--- src/rtl/cgr_defs.svh ---
// Purpose: Offsets, masks, reset values and bit positions of the bank
// Assumes: Word index times four is the Avalon byte address
// Notes: Definitions only
`ifndef CGR_DEFS_SVH
`define CGR_DEFS_SVH
`define CGR_IDX_GPIO_STAT 7'h54
`define CGR_IDX_PIN_SHARE 7'h56
`define CGR_IDX_THERMAL 7'h58
`define CGR_IDX_DRIVE 7'h5C
`define CGR_IDX_MISC 7'h5E
`define CGR_IDX_SPATIAL 7'h68
`define CGR_IDX_IND_ADDR 7'h6A
`define CGR_IDX_IND_DATA 7'h6C
`define CGR_IDX_EQ_STAT 7'h6E
`define CGR_RST_ZERO 16'h0000
`define CGR_RST_SPATIAL 16'h0053
`define CGR_MASK_PIN_SHARE 16'h0004
`define CGR_MASK_DRIVE 16'h003E
`define CGR_MASK_SPATIAL 16'hF0F3
`define CGR_MASK_SPATIAL_PARAM 16'h00F0
`define CGR_MASK_IND_ADDR 16'h007F
`define CGR_MASK_EQ_STAT 16'h001F
`define CGR_MASK_GPIO_STAT 16'h2E3E
`define CGR_MASK_ALL 16'hFFFF
`define CGR_COEF_COUNT 7'h0D
`define CGR_SLOT_SHIFT 4'h0
`define CGR_SYNC_W 21
`define CGR_SYNC_RST 21'h11DCFF
`define CGR_BIT_PIN2_SEL 2
`define CGR_PIN_SHARED 2
`endif

--- src/rtl/cgr_pkg.sv ---
// Purpose: Types shared by the register bank and its neighbours
// Assumes: Nothing beyond the defs header
// Notes: Field order matches register bit order, msb first
package cgr_pkg;
    typedef enum logic {CGR_IDLE = 1'b0, CGR_ANSWER = 1'b1} cgr_phase_e;
    typedef struct packed {
        logic fast_ref_disable;
        logic weak_amp_select;
        logic [1:0] auto_volume_target;
        logic thermal_shutdown_enable;
        logic pendown_output_mode;
        logic [2:0] spare_hi;
        logic dac_left_mute;
        logic dac_right_mute;
        logic [2:0] spare_lo;
        logic wakeup_enable;
        logic irq_invert;
    } cgr_misc_s;
    typedef struct packed {
        logic spatial_enable;
        logic allpass_enable;
        logic pseudo_stereo_enable;
        logic stereo_widen_enable;
        logic [3:0] spare_a;
        logic [1:0] widen_gain_param;
        logic [1:0] widen_ratio_param;
        logic [1:0] spare_b;
        logic [1:0] allpass_rate_select;
    } cgr_spatial_s;
    typedef struct packed {
        logic headphone_amp_overheat;
        logic mono_amp_overheat;
        logic bias1_overcurrent;
        logic bias2_overcurrent;
        logic [3:0] depop_done;
        logic [3:0] sensor_overheat;
    } cgr_thermal_s;
    typedef struct packed {
        logic overtemp;
        logic mic_bias_supply_one_short;
        logic mic_bias_supply_two_short;
    } cgr_virtual_s;
    typedef logic [12:0][15:0] cgr_coef_t;
endpackage

--- src/rtl/cgr_regbank.sv ---
// Purpose: GPIO, status, misc, spatial and EQ window register bank
// Assumes: Avalon-MM slave, one wait state per access
// Notes: Pin and analog status inputs other than pen_status_in pass a two stage synchroniser
//
// Design decision made here: the Avalon-MM interface to the registers.
`timescale 1ns/1ps
`include "cgr_defs.svh"
module cgr_regbank (
    input wire logic clock_in,
    input wire logic reset_n_in,
    input wire logic [8:0] address_in,
    input wire logic read_in,
    input wire logic write_in,
    input wire logic [31:0] writedata_in,
    input wire logic [3:0] byteenable_in,
    output logic [31:0] readdata_out,
    output logic waitrequest_out,
    input wire cgr_pkg::cgr_thermal_s thermal_in,
    input wire cgr_pkg::cgr_virtual_s virtual_pin_source_in,
    input wire logic pen_status_in,
    input wire logic [13:1] sticky_enable_in,
    input wire logic [5:1] pin_is_input_in,
    input wire logic irq_request_in,
    input wire logic eq_enable_in,
    input wire logic [4:0] eq_overflow_in,
    input wire logic [5:1] gpio_pin_in,
    output logic [5:1] gpio_pin_out,
    output logic [5:1] gpio_pin_oe_out,
    input wire logic reset_pen_pin_in,
    output logic reset_pen_pin_out,
    output logic reset_pen_pin_oe_out,
    output logic codec_reset_request_out,
    output logic [19:0] slot12_status_out,
    output cgr_pkg::cgr_misc_s misc_out,
    output cgr_pkg::cgr_spatial_s spatial_out,
    output logic spatial_clear_out,
    output logic allpass_reset_out,
    output cgr_pkg::cgr_coef_t coef_out
);
    import cgr_pkg::*;

    function automatic logic hit(input logic [8:0] a, input logic [6:0] i);
        return a[8:2] == i;
    endfunction

    function automatic logic [15:0] lane_mask(input logic [3:0] be);
        return {{8{be[1]}}, {8{be[0]}}};
    endfunction

    function automatic logic [15:0] merge(input logic [15:0] old,
                                          input logic [15:0] val,
                                          input logic [15:0] m);
        return (old & ~m) | (val & m);
    endfunction

    cgr_phase_e phase;
    cgr_phase_e next_phase;
    logic [31:0] next_readdata;
    logic [`CGR_SYNC_W-1:0] sync_a;
    logic [`CGR_SYNC_W-1:0] sync_b;
    logic [15:0] pin_share;
    logic [15:0] next_pin_share;
    logic [15:0] drive;
    logic [15:0] next_drive;
    cgr_misc_s next_misc;
    cgr_spatial_s next_spatial;
    logic [15:0] ind_addr;
    logic [15:0] next_ind_addr;
    cgr_coef_t next_coef;
    logic [15:0] eq_flags;
    logic [15:0] next_eq_flags;
    logic [15:0] latched;
    logic [15:0] next_latched;
    logic next_spatial_clear;
    logic next_allpass_reset;
    logic [5:1] next_pin_out;
    logic [5:1] next_pin_oe;
    logic next_rp_out;
    logic next_rp_oe;
    logic next_reset_req;
    logic [19:0] next_slot12;
    cgr_thermal_s thermal_sync;
    cgr_virtual_s virtual_sync;
    logic [15:0] live;
    logic [15:0] gpio_status;
    logic [15:0] wmask;
    logic [15:0] wdata;
    logic commit;
    logic ind_hit;
    logic irq_level;

    // Synchronised pin levels, second stage only
    assign thermal_sync = cgr_thermal_s'(sync_b[11:0]);
    assign virtual_sync = cgr_virtual_s'(sync_b[19:17]);
    assign wmask = lane_mask(byteenable_in);
    assign wdata = writedata_in[15:0];
    // Write lands at the edge the master sees waitrequest low
    assign commit = write_in && (phase == CGR_ANSWER);
    assign ind_hit = ind_addr[6:0] < `CGR_COEF_COUNT;
    assign irq_level = irq_request_in ^ misc_out.irq_invert;

    always_comb begin
        live = `CGR_RST_ZERO;
        live[5:1] = sync_b[16:12];
        live[9] = virtual_sync.mic_bias_supply_two_short;
        live[10] = virtual_sync.mic_bias_supply_one_short;
        live[11] = virtual_sync.overtemp;
        live[13] = pen_status_in;
        gpio_status = (live | latched) & `CGR_MASK_GPIO_STAT;
    end

    always_comb begin
        next_phase = CGR_IDLE;
        next_readdata = readdata_out;
        if ((read_in || write_in) && phase == CGR_IDLE) begin
            next_phase = CGR_ANSWER;
        end
        if (read_in && phase == CGR_IDLE) begin
            next_readdata = 32'h0000_0000;
            case (address_in[8:2])
                `CGR_IDX_GPIO_STAT: begin
                    next_readdata[15:0] = gpio_status;
                end
                `CGR_IDX_PIN_SHARE: begin
                    next_readdata[15:0] = pin_share;
                end
                `CGR_IDX_THERMAL: begin
                    next_readdata[15:0] = {4'h0, thermal_sync};
                end
                `CGR_IDX_DRIVE: begin
                    next_readdata[15:0] = drive;
                end
                `CGR_IDX_MISC: begin
                    next_readdata[15:0] = misc_out;
                end
                `CGR_IDX_SPATIAL: begin
                    next_readdata[15:0] = spatial_out;
                end
                `CGR_IDX_IND_ADDR: begin
                    next_readdata[15:0] = ind_addr;
                end
                `CGR_IDX_IND_DATA: begin
                    if (ind_hit) begin
                        next_readdata[15:0] = coef_out[ind_addr[3:0]];
                    end
                end
                `CGR_IDX_EQ_STAT: begin
                    next_readdata[15:0] = eq_flags;
                end
                default: begin
                    next_readdata = 32'h0000_0000;
                end
            endcase
        end
    end

    always_ff @(posedge clock_in or negedge reset_n_in) begin
        if (!reset_n_in) begin
            phase <= CGR_IDLE;
            readdata_out <= 32'h0000_0000;
            waitrequest_out <= 1'b1;
        end else begin
            phase <= next_phase;
            readdata_out <= next_readdata;
            waitrequest_out <= (next_phase != CGR_ANSWER);
        end
    end

    always_ff @(posedge clock_in or negedge reset_n_in) begin
        if (!reset_n_in) begin
            sync_a <= `CGR_SYNC_RST;
            sync_b <= `CGR_SYNC_RST;
        end else begin
            sync_a <= {reset_pen_pin_in, virtual_pin_source_in,
                       gpio_pin_in, thermal_in};
            sync_b <= sync_a;
        end
    end

    always_comb begin
        logic [15:0] sp_mask;
        sp_mask = `CGR_MASK_SPATIAL;
        next_pin_share = pin_share;
        next_drive = drive;
        next_misc = misc_out;
        next_spatial = spatial_out;
        next_ind_addr = ind_addr;
        next_coef = coef_out;
        if (spatial_out.spatial_enable) begin
            sp_mask = `CGR_MASK_SPATIAL & ~`CGR_MASK_SPATIAL_PARAM;
        end
        // overflow sets, write one clears, set wins
        next_eq_flags = eq_flags;
        if (commit && hit(address_in, `CGR_IDX_EQ_STAT)) begin
            next_eq_flags = eq_flags & ~(wdata & wmask);
        end
        next_eq_flags = (next_eq_flags | {11'h000, eq_overflow_in})
                        & `CGR_MASK_EQ_STAT;
        // write zero clears latch, new event wins
        next_latched = latched;
        if (commit && hit(address_in, `CGR_IDX_GPIO_STAT)) begin
            next_latched = latched & ~(~wdata & wmask);
        end
        next_latched = (next_latched
                        | (live & {2'b00, sticky_enable_in, 1'b0}))
                       & `CGR_MASK_GPIO_STAT;
        if (commit) begin
            case (address_in[8:2])
                `CGR_IDX_PIN_SHARE: begin
                    next_pin_share = merge(pin_share, wdata,
                                           wmask & `CGR_MASK_PIN_SHARE);
                end
                `CGR_IDX_DRIVE: begin
                    next_drive = merge(drive, wdata,
                                       wmask & `CGR_MASK_DRIVE);
                end
                `CGR_IDX_MISC: begin
                    next_misc = cgr_misc_s'(merge(misc_out, wdata,
                                                  wmask & `CGR_MASK_ALL));
                end
                `CGR_IDX_SPATIAL: begin
                    next_spatial = cgr_spatial_s'(merge(spatial_out, wdata,
                                                        wmask & sp_mask));
                end
                `CGR_IDX_IND_ADDR: begin
                    next_ind_addr = merge(ind_addr, wdata,
                                          wmask & `CGR_MASK_IND_ADDR);
                end
                // indexed write, locked by EQ enable
                `CGR_IDX_IND_DATA: begin
                    if (ind_hit && !eq_enable_in) begin
                        next_coef[ind_addr[3:0]] =
                            merge(coef_out[ind_addr[3:0]], wdata, wmask);
                    end
                end
                default: begin
                    next_pin_share = pin_share;
                end
            endcase
        end
        next_spatial_clear = !next_spatial.spatial_enable;
        next_allpass_reset = !next_spatial.allpass_enable;
    end

    always_ff @(posedge clock_in or negedge reset_n_in) begin
        if (!reset_n_in) begin
            pin_share <= `CGR_RST_ZERO;
            drive <= `CGR_RST_ZERO;
            misc_out <= cgr_misc_s'(`CGR_RST_ZERO);
            spatial_out <= cgr_spatial_s'(`CGR_RST_SPATIAL);
            ind_addr <= `CGR_RST_ZERO;
            coef_out <= '0;
            eq_flags <= `CGR_RST_ZERO;
            latched <= `CGR_RST_ZERO;
            spatial_clear_out <= 1'b1;
            allpass_reset_out <= 1'b1;
        end else begin
            pin_share <= next_pin_share;
            drive <= next_drive;
            misc_out <= next_misc;
            spatial_out <= next_spatial;
            ind_addr <= next_ind_addr;
            coef_out <= next_coef;
            eq_flags <= next_eq_flags;
            latched <= next_latched;
            spatial_clear_out <= next_spatial_clear;
            allpass_reset_out <= next_allpass_reset;
        end
    end

    // Pin 2 doubles as the interrupt output when not shared to GPIO
    genvar g;
    generate
        for (g = 1; g <= 5; g++) begin : gpio_drv
            if (g == `CGR_PIN_SHARED) begin : shared
                assign next_pin_oe[g] = !pin_share[`CGR_BIT_PIN2_SEL] ||
                                        !pin_is_input_in[g];
                assign next_pin_out[g] = pin_share[`CGR_BIT_PIN2_SEL] ?
                                         drive[g] : irq_level;
            end else begin : plain
                assign next_pin_oe[g] = !pin_is_input_in[g];
                assign next_pin_out[g] = drive[g];
            end
        end
    endgenerate

    always_comb begin
        // reset input or pen down output
        next_rp_oe = misc_out.pendown_output_mode;
        next_rp_out = misc_out.pendown_output_mode && pen_status_in;
        // Pin is active low; ignored in pen down mode
        next_reset_req = !misc_out.pendown_output_mode &&
                         !sync_b[`CGR_SYNC_W-1];
        // status bit n to slot bit n plus four
        next_slot12 = {gpio_status, `CGR_SLOT_SHIFT};
    end

    always_ff @(posedge clock_in or negedge reset_n_in) begin
        if (!reset_n_in) begin
            gpio_pin_out <= 5'h00;
            gpio_pin_oe_out <= 5'h00;
            reset_pen_pin_out <= 1'b0;
            reset_pen_pin_oe_out <= 1'b0;
            codec_reset_request_out <= 1'b0;
            slot12_status_out <= 20'h00000;
        end else begin
            gpio_pin_out <= next_pin_out;
            gpio_pin_oe_out <= next_pin_oe;
            reset_pen_pin_out <= next_rp_out;
            reset_pen_pin_oe_out <= next_rp_oe;
            codec_reset_request_out <= next_reset_req;
            slot12_status_out <= next_slot12;
        end
    end
endmodule

--- config.mk ---
export PLATFORM = sky130hd
export DESIGN_NAME = cgr_regbank
export DESIGN_NICKNAME = d
export VERILOG_FILES = /design/src/rtl/cgr_pkg.sv /design/src/rtl/cgr_regbank.sv
export VERILOG_INCLUDE_DIRS = /design/src /design/src/rtl
export SDC_FILE = /design/constraint.sdc
export NUM_CORES = 1
export LEC_CHECK = 0
export ABC_AREA = 0
export BUFFER_PORTS_ARGS = -buffer_cell sky130_fd_sc_hd__buf_2
export CAP_MARGIN = 20
export CELL_PAD_IN_SITES_DETAIL_PLACEMENT = 1
export CELL_PAD_IN_SITES_GLOBAL_PLACEMENT = 1
export CORE_ASPECT_RATIO = 0.8
export CORE_UTILIZATION = 44
export DETAILED_ROUTE_END_ITERATION = 6
export PLACE_DENSITY = 0.95
export SLEW_MARGIN = 30
export SYNTH_ARGS = -nofsm -noshare
export SYNTH_HDL_FRONTEND = slang
export SYNTH_SLANG_ARGS = --single-unit
--- constraint.sdc ---
create_clock -name clock_in -period 4.3 [get_ports clock_in]
set_input_delay 0.86 -clock clock_in [delete_from_list [all_inputs] [get_ports clock_in]]
set_output_delay 0.86 -clock clock_in [all_outputs]
set_load 0.01 [all_outputs]
; Yosys cells after proc, flatten, opt, wreduce, memory -nomap -nowiden
; Index checks and enable logic that the tools add are counted.
[totals]
reg_bits = 386
inputBits = 96
out_inout_bits = 308
wordCells = 141
[classes]
magnitude_cmp = 3
n_eq_ne = 9
mux = 14
n_bitwise = 36
n_reduce_logical = 28
[ops]
columns = op, n
row1 = $bwmux W208, 1
row2 = $and A16 B16 Y16, 9
row3 = $pmux W16 S9, 1
row4 = $or A16 B16 Y16, 6
row5 = $mux W16, 5
row6 = $bmux W16 S4, 1
row7 = $demux W16 S4, 1
row8 = $eq A7 B7 Y1 const B, 9
row9 = $and A14 B14 Y14, 3
row10 = $not A16 Y16, 2
row11 = $not A14 Y14, 2
row12 = $or A14 B14 Y14, 2
row13 = $and A16 B3 Y16, 1
row14 = $and A16 B6 Y16, 1
row15 = $and A16 B7 Y16, 1
row16 = $not A3 Y16, 1
row17 = $not A6 Y16, 1
row18 = $not A7 Y16, 1
row19 = $mux W14, 1
row20 = $logic_not A1 Y1, 11
row21 = $reduce_and A2 Y1, 5
row22 = $logic_and A1 B1 Y1, 9
row23 = $mux W8, 1
row24 = $lt A7 B4 Y1 const B, 1
row25 = other kinds (11), 14

; Logic depth before layout (Yosys ltp)
; Gate-level depths: netlist of run 1.
[depth]
depth_word = 8
ltp_mapped = 10
depth_no_buf = 5

; Least setup slack after synthesis of run 1
; No wires, ideal clock.
[synth_timing]
path_kind = input to register
start = input port address_in[3]
end = register coef_out[205] in the netlist's numbering
setup_time_ps = 120
arrival_ps = 2301
required_time_ps = 4180
slack_ps = 1880
cell_stages = 7
path_buffers = 2
path_cell_list = nor3b_4 > nand4_4 > or4_1 > clkbuf_2 > buf_6 > nand2_1 > o21ai_2
[synth_between]
elab_chain_cells = 2
[synth_rtl]
columns = item, line_no
row1 = "start, declared", cgr_regbank.sv:11  ; input wire logic [8:0] address_in,
row2 = $eq A7 B7 Y1, cgr_regbank.sv:208  ; case (address_in[8:2])
row3 = $reduce_and A3 Y1 (no line), -
row4 = "end signal, assigned", cgr_regbank.sv:263  ; coef_out <= next_coef;
row5 = "end, declared", cgr_regbank.sv:38  ; output cgr_pkg::cgr_coef_t coef_out
; No other way between the ends.
; A chain may end at the register's enable or synchronous reset.

==> impl_metrics.py, run 1 <==
metrics = {
    "cts": {
        "tritoncts": "yes",
        "path_clk_slew_ns": 0.06,
        "clock_path_buffers": 3,
        "ctsResizeCount": 0,
        "clock_latency_ns": 0.54,
        "clock_sinks": 345,
        "ctsHtreeMaxLevel": 2,
        "cts_buffers": 37,
        "cts_root_buffer": "clkbuf_16",
        "holdBufCountCts": 0,
        "post_cts_buffers": 0,
    },
    "placement": {
        "place_congestion": 0.882,
        "place_ws_ns": 0.918,
        "io_buffers": 346,
        "hpwl_mm": 39.1,
    },
    "global_route": {
        "antenna_found_initial": 1,
        "grt_pass1_vias": 13802,
        "grt_pass1_wl_mm": 85.0,
        "overflow": 0,
        "grt_max_degree": 114,
        "grt_use_total": 0.314,
    },
    "route": {
        "dr.pass1.iters": 5,
        "drcViolationCount": 0,
        "ant_nets": 0,
        "post_drt_wl_per_cell_um": 25.7,
        "wirelength_mm": 56.1,
        "drtIter0Drc": 1055,
        "vias_per_cell": 5.86,
        "dr_total_vias": 12768,
    },
    "flow_run": {
        "cap_violations": 0,
    },
    "synth": {
        "ys_types": 69,
        "synth.top_cell.area_share": 0.503,
        "synth_area_mm2": 0.0153,
        "synthArstFlopShare": 1.00,
        "synth_edf_count": 0,
        "yosys.area.top_type": "dfrtp_1",
        "synthTopCellsByArea": "dfrtp_1, dfstp_2, mux2_2, nand2_1, a21oi_1",
        "avgSynthCellArea_um2": 11.2,
        "synthCells": 1368,
        "synth_flop_cell": "dfrtp_1",
        "yosysWarnings": 0,
        "synth_seq_area_share": 0.566,
        "ys_seq_elements": 345,
    },
    "setup_path": {
        "crit_arrival_ns": 3.53,
        "slowest_stage": "dfrtp_4",
        "crit_path_max_fanout": 46,
        "cp_cell_sequence": "mux2_2 -> a222oi_1 -> nand3_1 -> mux2i_2 -> o21ai_0",
        "end_kind": "flip-flop",
        "critical_path_class": "flip-flop to flip-flop",
        "crit_required_ns": 4.66,
        "max_stage_delay_ns": 0.87,
        "cp-start-kind": "flip-flop",
    },
    "floorplanning": {
        "dieArea_mm2": 0.0356,
        "pin_count": 404,
        "die_h_um": 169,
        "die_x_um": 211,
        "initial_core_util": 0.452,
        "fp.coreArea_mm2": 0.0339,
        "rows": 60,
    },
    "sta": {
        "fin_crit_ns": 3.17,
        "worst_slack_ns": 1.13,
        "tns_ns": 0,
        "holdWs_ns": 0.193,
        "max_freq_ghz": 0.316,
        "min_period_over_period": 0.737,
        "hold_viol_final": 0,
        "timing.final.max_slew_violations": 0,
        "slew_headroom": 0.333,
        "setup_viol": 0,
        "rsz0062_at_grt": "false",
        "clock_skew_ns": 0.0199,
        "worst_pin_slew_ns": 0.993,
    },
    "worst_hold_path": {
        "hold_class": "input port to async pin",
    },
    "power_and_ir_drop": {
        "ir_drop_v": 0.000313,
        "leakage_nw": 9.11,
        "total_power_w": 0.00698,
        "powerDensity_mw_per_mm2": 378,
    },
    "status": {
        "status": "complete, no violations",
    },
    "cells_and_area": {
        "syn2layout_area_growth_pct": 20.5,
        "n_antenna_cell": 0,
        "layout_common_cells": "buf_2, dfrtp_1, nand2_1, nor2_1, a21oi_1",
        "drive_gt1_frac": 0.359,
        "final_common_cell": "buf_2",
        "nNetsFinal": 1785,
    },
}
cell usage after synthesis (6+ instances only):
library cell / number
o21ai_2: 8
a21o_1: 9
a32oi_1: 7
mux2_2: 83
clkbuf_1: 26
buf_6: 8
nand3_1: 19
nand2_1: 172
a31oi_1: 6
mux4_2: 11
o21ai_0: 113
buf_4: 61
a221o_1: 6
dfstp_2: 37
dfrtp_1: 308
a21oi_1: 116
inv_1: 9
nand2b_1: 7
nor2b_1: 8
and2_1: 12
nor4_4: 13
or2_2: 10
a222oi_1: 10
and3b_1: 7
nand4_1: 14
buf_2: 22
mux2i_1: 36
nor2_1: 123
a22oi_1: 33
worst max-delay path: cells and delay by family, from the launching register on:
| kind | cells | cell delay (ns) |
|---|---|---|
| and+or+nand+nor | 1 | 0.29 |
| DFF | 1 | 0.87 |
| muxes | 2 | 1.12 |
| AOI/OAI and AO/OA | 2 | 0.66 |
metal layers:
| layer | part of all wire | wire length [µm] | vias up | GRT usage |
|---|---|---|---|---|
| li1 | - | - | 5425 | - |
| met1 | 0.39 | 21600 | 6552 | 0.378 |
| met2 | 0.50 | 27900 | 624 | 0.542 |
| met3 | 0.078 | 4370 | 165 | 0.0720 |
| met4 | 0.039 | 2200 | 2 | 0.128 |
| met5 | 0.00021 | 12 | - | 0 |
where the power goes:
group	total (W)	leakage [nW]	internal, W	switching, W
combinational	0.000410	4.01	0.000114	0.000296
clock	0.00323	0.588	0.00189	0.00135
sequential	0.00334	4.51	0.00330	0.0000355
metrics by stage:
| step | instances | cell area [µm²] | utilization |
|---|---|---|---|
| floorplan | 1400 | 15400 | - |
| global placement | 2113 | 17200 | 0.507 |
| detailed placement | 2113 | 17200 | 0.507 |
| CTS | 2178 | 18400 | 0.543 |
| global route | 2180 | 18500 | 0.544 |
| finish | 2180 | 18500 | 0.544 |
layout make-up:
class,count,area (µm²)
well taps,465,582
fillers,3744,15500
clock buffers,55,1100
multi-input cells,920,5950
repair buffers,374,2010
flip-flops and latches,345,8680
inverters,11,41.3
clock inverters,10,109
worst paths after layout:
path / start / endpoint / slack, ns / cells after the start
max in group asynchronous: reset_n_in / sync_b[20] / 2.85 / 3
setup reg to reg: flip-flop / coef_out[84] / 1.13 / 5
min in group clock_in: sync_a[0] / sync_b[0] / 0.35 / 0
hold reg to reg: sync_a[0] / sync_b[0] / 0.35 / 0
setup / recovery: flip-flop / coef_out[84] / 1.13 / 5
hold / removal: reset_n_in / gpio_pin_out[1] / 0.19 / 1
logic make-up (layout without fill, tap and decap cells):
logic type,after synthesis,in the layout,share of synthesized area
and+or+nand+nor,413,413,0.138
DFF,345,345,0.566
AOI/OAI and AO/OA,341,341,0.136
buffers and inverters,135,450,0.0548
muxes,132,132,0.104
other,1,33,0.000245
xor gates and xnor gates,1,1,0.000571
Note: power is estimated with default switching activity, not from simulation.
==> inputs of run 2 (changes only) <==
--- a/config.mk
+++ b/config.mk
@@ -12,9 +12,9 @@
 export CELL_PAD_IN_SITES_DETAIL_PLACEMENT = 1
 export CELL_PAD_IN_SITES_GLOBAL_PLACEMENT = 1
 export CORE_ASPECT_RATIO = 0.8
-export CORE_UTILIZATION = 44
+export CORE_UTILIZATION = 37
 export DETAILED_ROUTE_END_ITERATION = 6
-export PLACE_DENSITY = 0.95
+export PLACE_DENSITY = 0.86
 export SLEW_MARGIN = 30
 export SYNTH_ARGS = -nofsm -noshare
 export SYNTH_HDL_FRONTEND = slang
==> constraint.sdc (replaced) <==
create_clock -name clock_in -period 2.65 [get_ports clock_in]
set_input_delay 0.53 -clock clock_in [delete_from_list [all_inputs] [get_ports clock_in]]
set_output_delay 0.53 -clock clock_in [all_outputs]
set_load 0.01 [all_outputs]
==> impl_metrics.py, run 2 (synthesized netlist as in run 1, its figures left out) <==
metrics = {
    "floorplanning": {
        "die_h_um": 184,
        "rows": 66,
        "initial_core_util": 0.377,
        "fp.coreArea_mm2": 0.0407,
        "die_x_um": 230,
        "pin_count": 404,
        "dieArea_mm2": 0.0423,
    },
    "cells_and_area": {
        "nNetsFinal": 1848,
        "drive_gt1_frac": 0.379,
        "layout.area.seq_mm2": 0.00868,
        "stdcell_area_mm2": 0.0191,
        "final_common_cell": "buf_2",
        "syn2layout_area_growth_pct": 24.6,
        "fill_cells": 4513,
        "layout_common_cells": "buf_2, dfrtp_1, nand2_1, nor2_1, a21oi_1",
        "multi_input_area_mm2": 0.00593,
    },
    "flow_run": {
        "cap_violations": 0,
    },
    "cts": {
        "clock_path_buffers": 3,
        "cts_root_buffer": "clkbuf_16",
        "clock_sinks": 345,
        "ctsHtreeMaxLevel": 2,
        "path_clk_slew_ns": 0.06,
        "cts_buffers": 38,
        "tritoncts": "yes",
        "ctsResizeCount": 0,
        "clock_latency_ns": 0.55,
    },
    "route": {
        "dr.pass1.iters": 5,
        "dr_total_vias": 12781,
        "ant_nets": 0,
        "wirelength_mm": 56.0,
        "post_drt_wl_per_cell_um": 24.1,
        "drtIter0Drc": 975,
        "vias_per_cell": 5.50,
        "drcViolationCount": 0,
    },
    "status": {
        "status": "complete, no violations",
    },
    "global_route": {
        "use_met3": 0.0526,
        "grt_use_total": 0.262,
        "antenna_found_initial": 1,
        "overflow": 0,
        "top_usage_layer": "met2",
        "grt_pass1_vias": 13560,
        "grt_pass1_wl_mm": 84.2,
        "grt_max_degree": 84,
        "gr-usage-met2": 0.448,
        "use_met1": 0.328,
    },
    "setup_path": {
        "reg2reg_to": "coef_out[71]",
        "crit_arrival_ns": 2.97,
        "endpoint": "coef_out[71]",
        "reg2reg_slack_ns": 0.09,
        "crit_path_max_fanout": 25,
        "critical_path_class": "flip-flop to flip-flop",
        "end_kind": "flip-flop",
        "crit_required_ns": 3.06,
        "reg2regPathDepth": 8,
        "cp-start-kind": "flip-flop",
    },
    "sta": {
        "worst_pin_slew_ns": 0.907,
        "hold_viol_final": 0,
        "setup_viol": 0,
        "max_freq_ghz": 0.390,
        "min_period_over_period": 0.967,
        "clock_skew_ns": 0.0202,
        "rsz0062_at_grt": "false",
        "fin_crit_ns": 2.56,
        "tns_ns": 0,
        "slew_headroom": 0.390,
        "worst_slack_ns": 0.0879,
        "timing.final.max_slew_violations": 0,
    },
    "power_and_ir_drop": {
        "ir_drop_v": 0.000355,
        "leakage_nw": 9.43,
        "powerDensity_mw_per_mm2": 586,
    },
    "worst_hold_path": {
        "hold_start": "gpio_pin_in[1]",
        "hold_class": "input port to flip-flop",
    },
    "placement": {
        "hpwl_mm": 40.5,
        "io_buffers": 346,
        "place_congestion": 0.896,
        "place_ws_ns": 0.0990,
        "placed_area_mm2": 0.0179,
    },
}
[run 2: repair_timing]
item                                    4_1_cts  5_1_grt
endpoints found under the setup margin        0        2
buffers inserted                              0        0
hold buffers                                  1        0
endpoints found under the hold margin        37        0
[run 2: area by class of cell]
| cell class | count | share of cell area |
|---|---|---|
| clock buffer | 56 | 0.0576 |
| antenna | 1 | 0.000131 |
| timing repair buffer | 436 | 0.136 |
| tap | 544 | 0.0356 |
| multi-input combinational | 920 | 0.310 |
| sequential | 345 | 0.455 |
| inverter | 11 | 0.00216 |
| clock inverter | 12 | 0.00367 |
[run 2: worst min path at each step]
stage	to	slack [ns]	cells after the start
CTS	sync_a[5]	0.07	1
finish	sync_a[12]	0.09	1
global placement	sync_b[19]	0.33	0
global route	sync_a[12]	0.07	1
floorplan	async pin	0.23	0
detailed placement	sync_b[17]	0.34	0
[run 2: metal layers]
layer  up-vias  wire [µm]
li1       5563          -
met1      6619      22900
met2       483      27800
met3       116       3480
met4         0       1820
met5         -          0
[run 2: critical path: stages (launching register included)]
cell and delay, ns:
dfrtp_2 0.59, buf_12 0.26, nor2b_1 0.45, a22o_1 0.23, o21ai_0 0.15, buf_4 0.19
a31oi_1 0.17, buf_4 0.25, a21oi_1 0.11
[run 2: where the power goes]
| part | internal [W] | total, W | switching (W) |
|---|---|---|---|
| registers | 0.00536 | 0.00541 | 0.0000469 |
| logic | 0.000229 | 0.000720 | 0.000491 |
| clock network | 0.00288 | 0.00507 | 0.00218 |
| total | 0.00847 | 0.0112 | 0.00272 |
[run 2: per-stage QoR]
stage	cells	total power, W	utilization	hold WS, ns
finish	2325	0.0112	0.469	0.0858
detailed placement	2255	0.00622	0.440	0.336
global placement	2255	0.00619	0.440	0.333
global route	2325	0.0115	0.469	0.0731
floorplan	1400	0.00583	-	0.234
CTS	2324	0.0113	0.469	0.0741
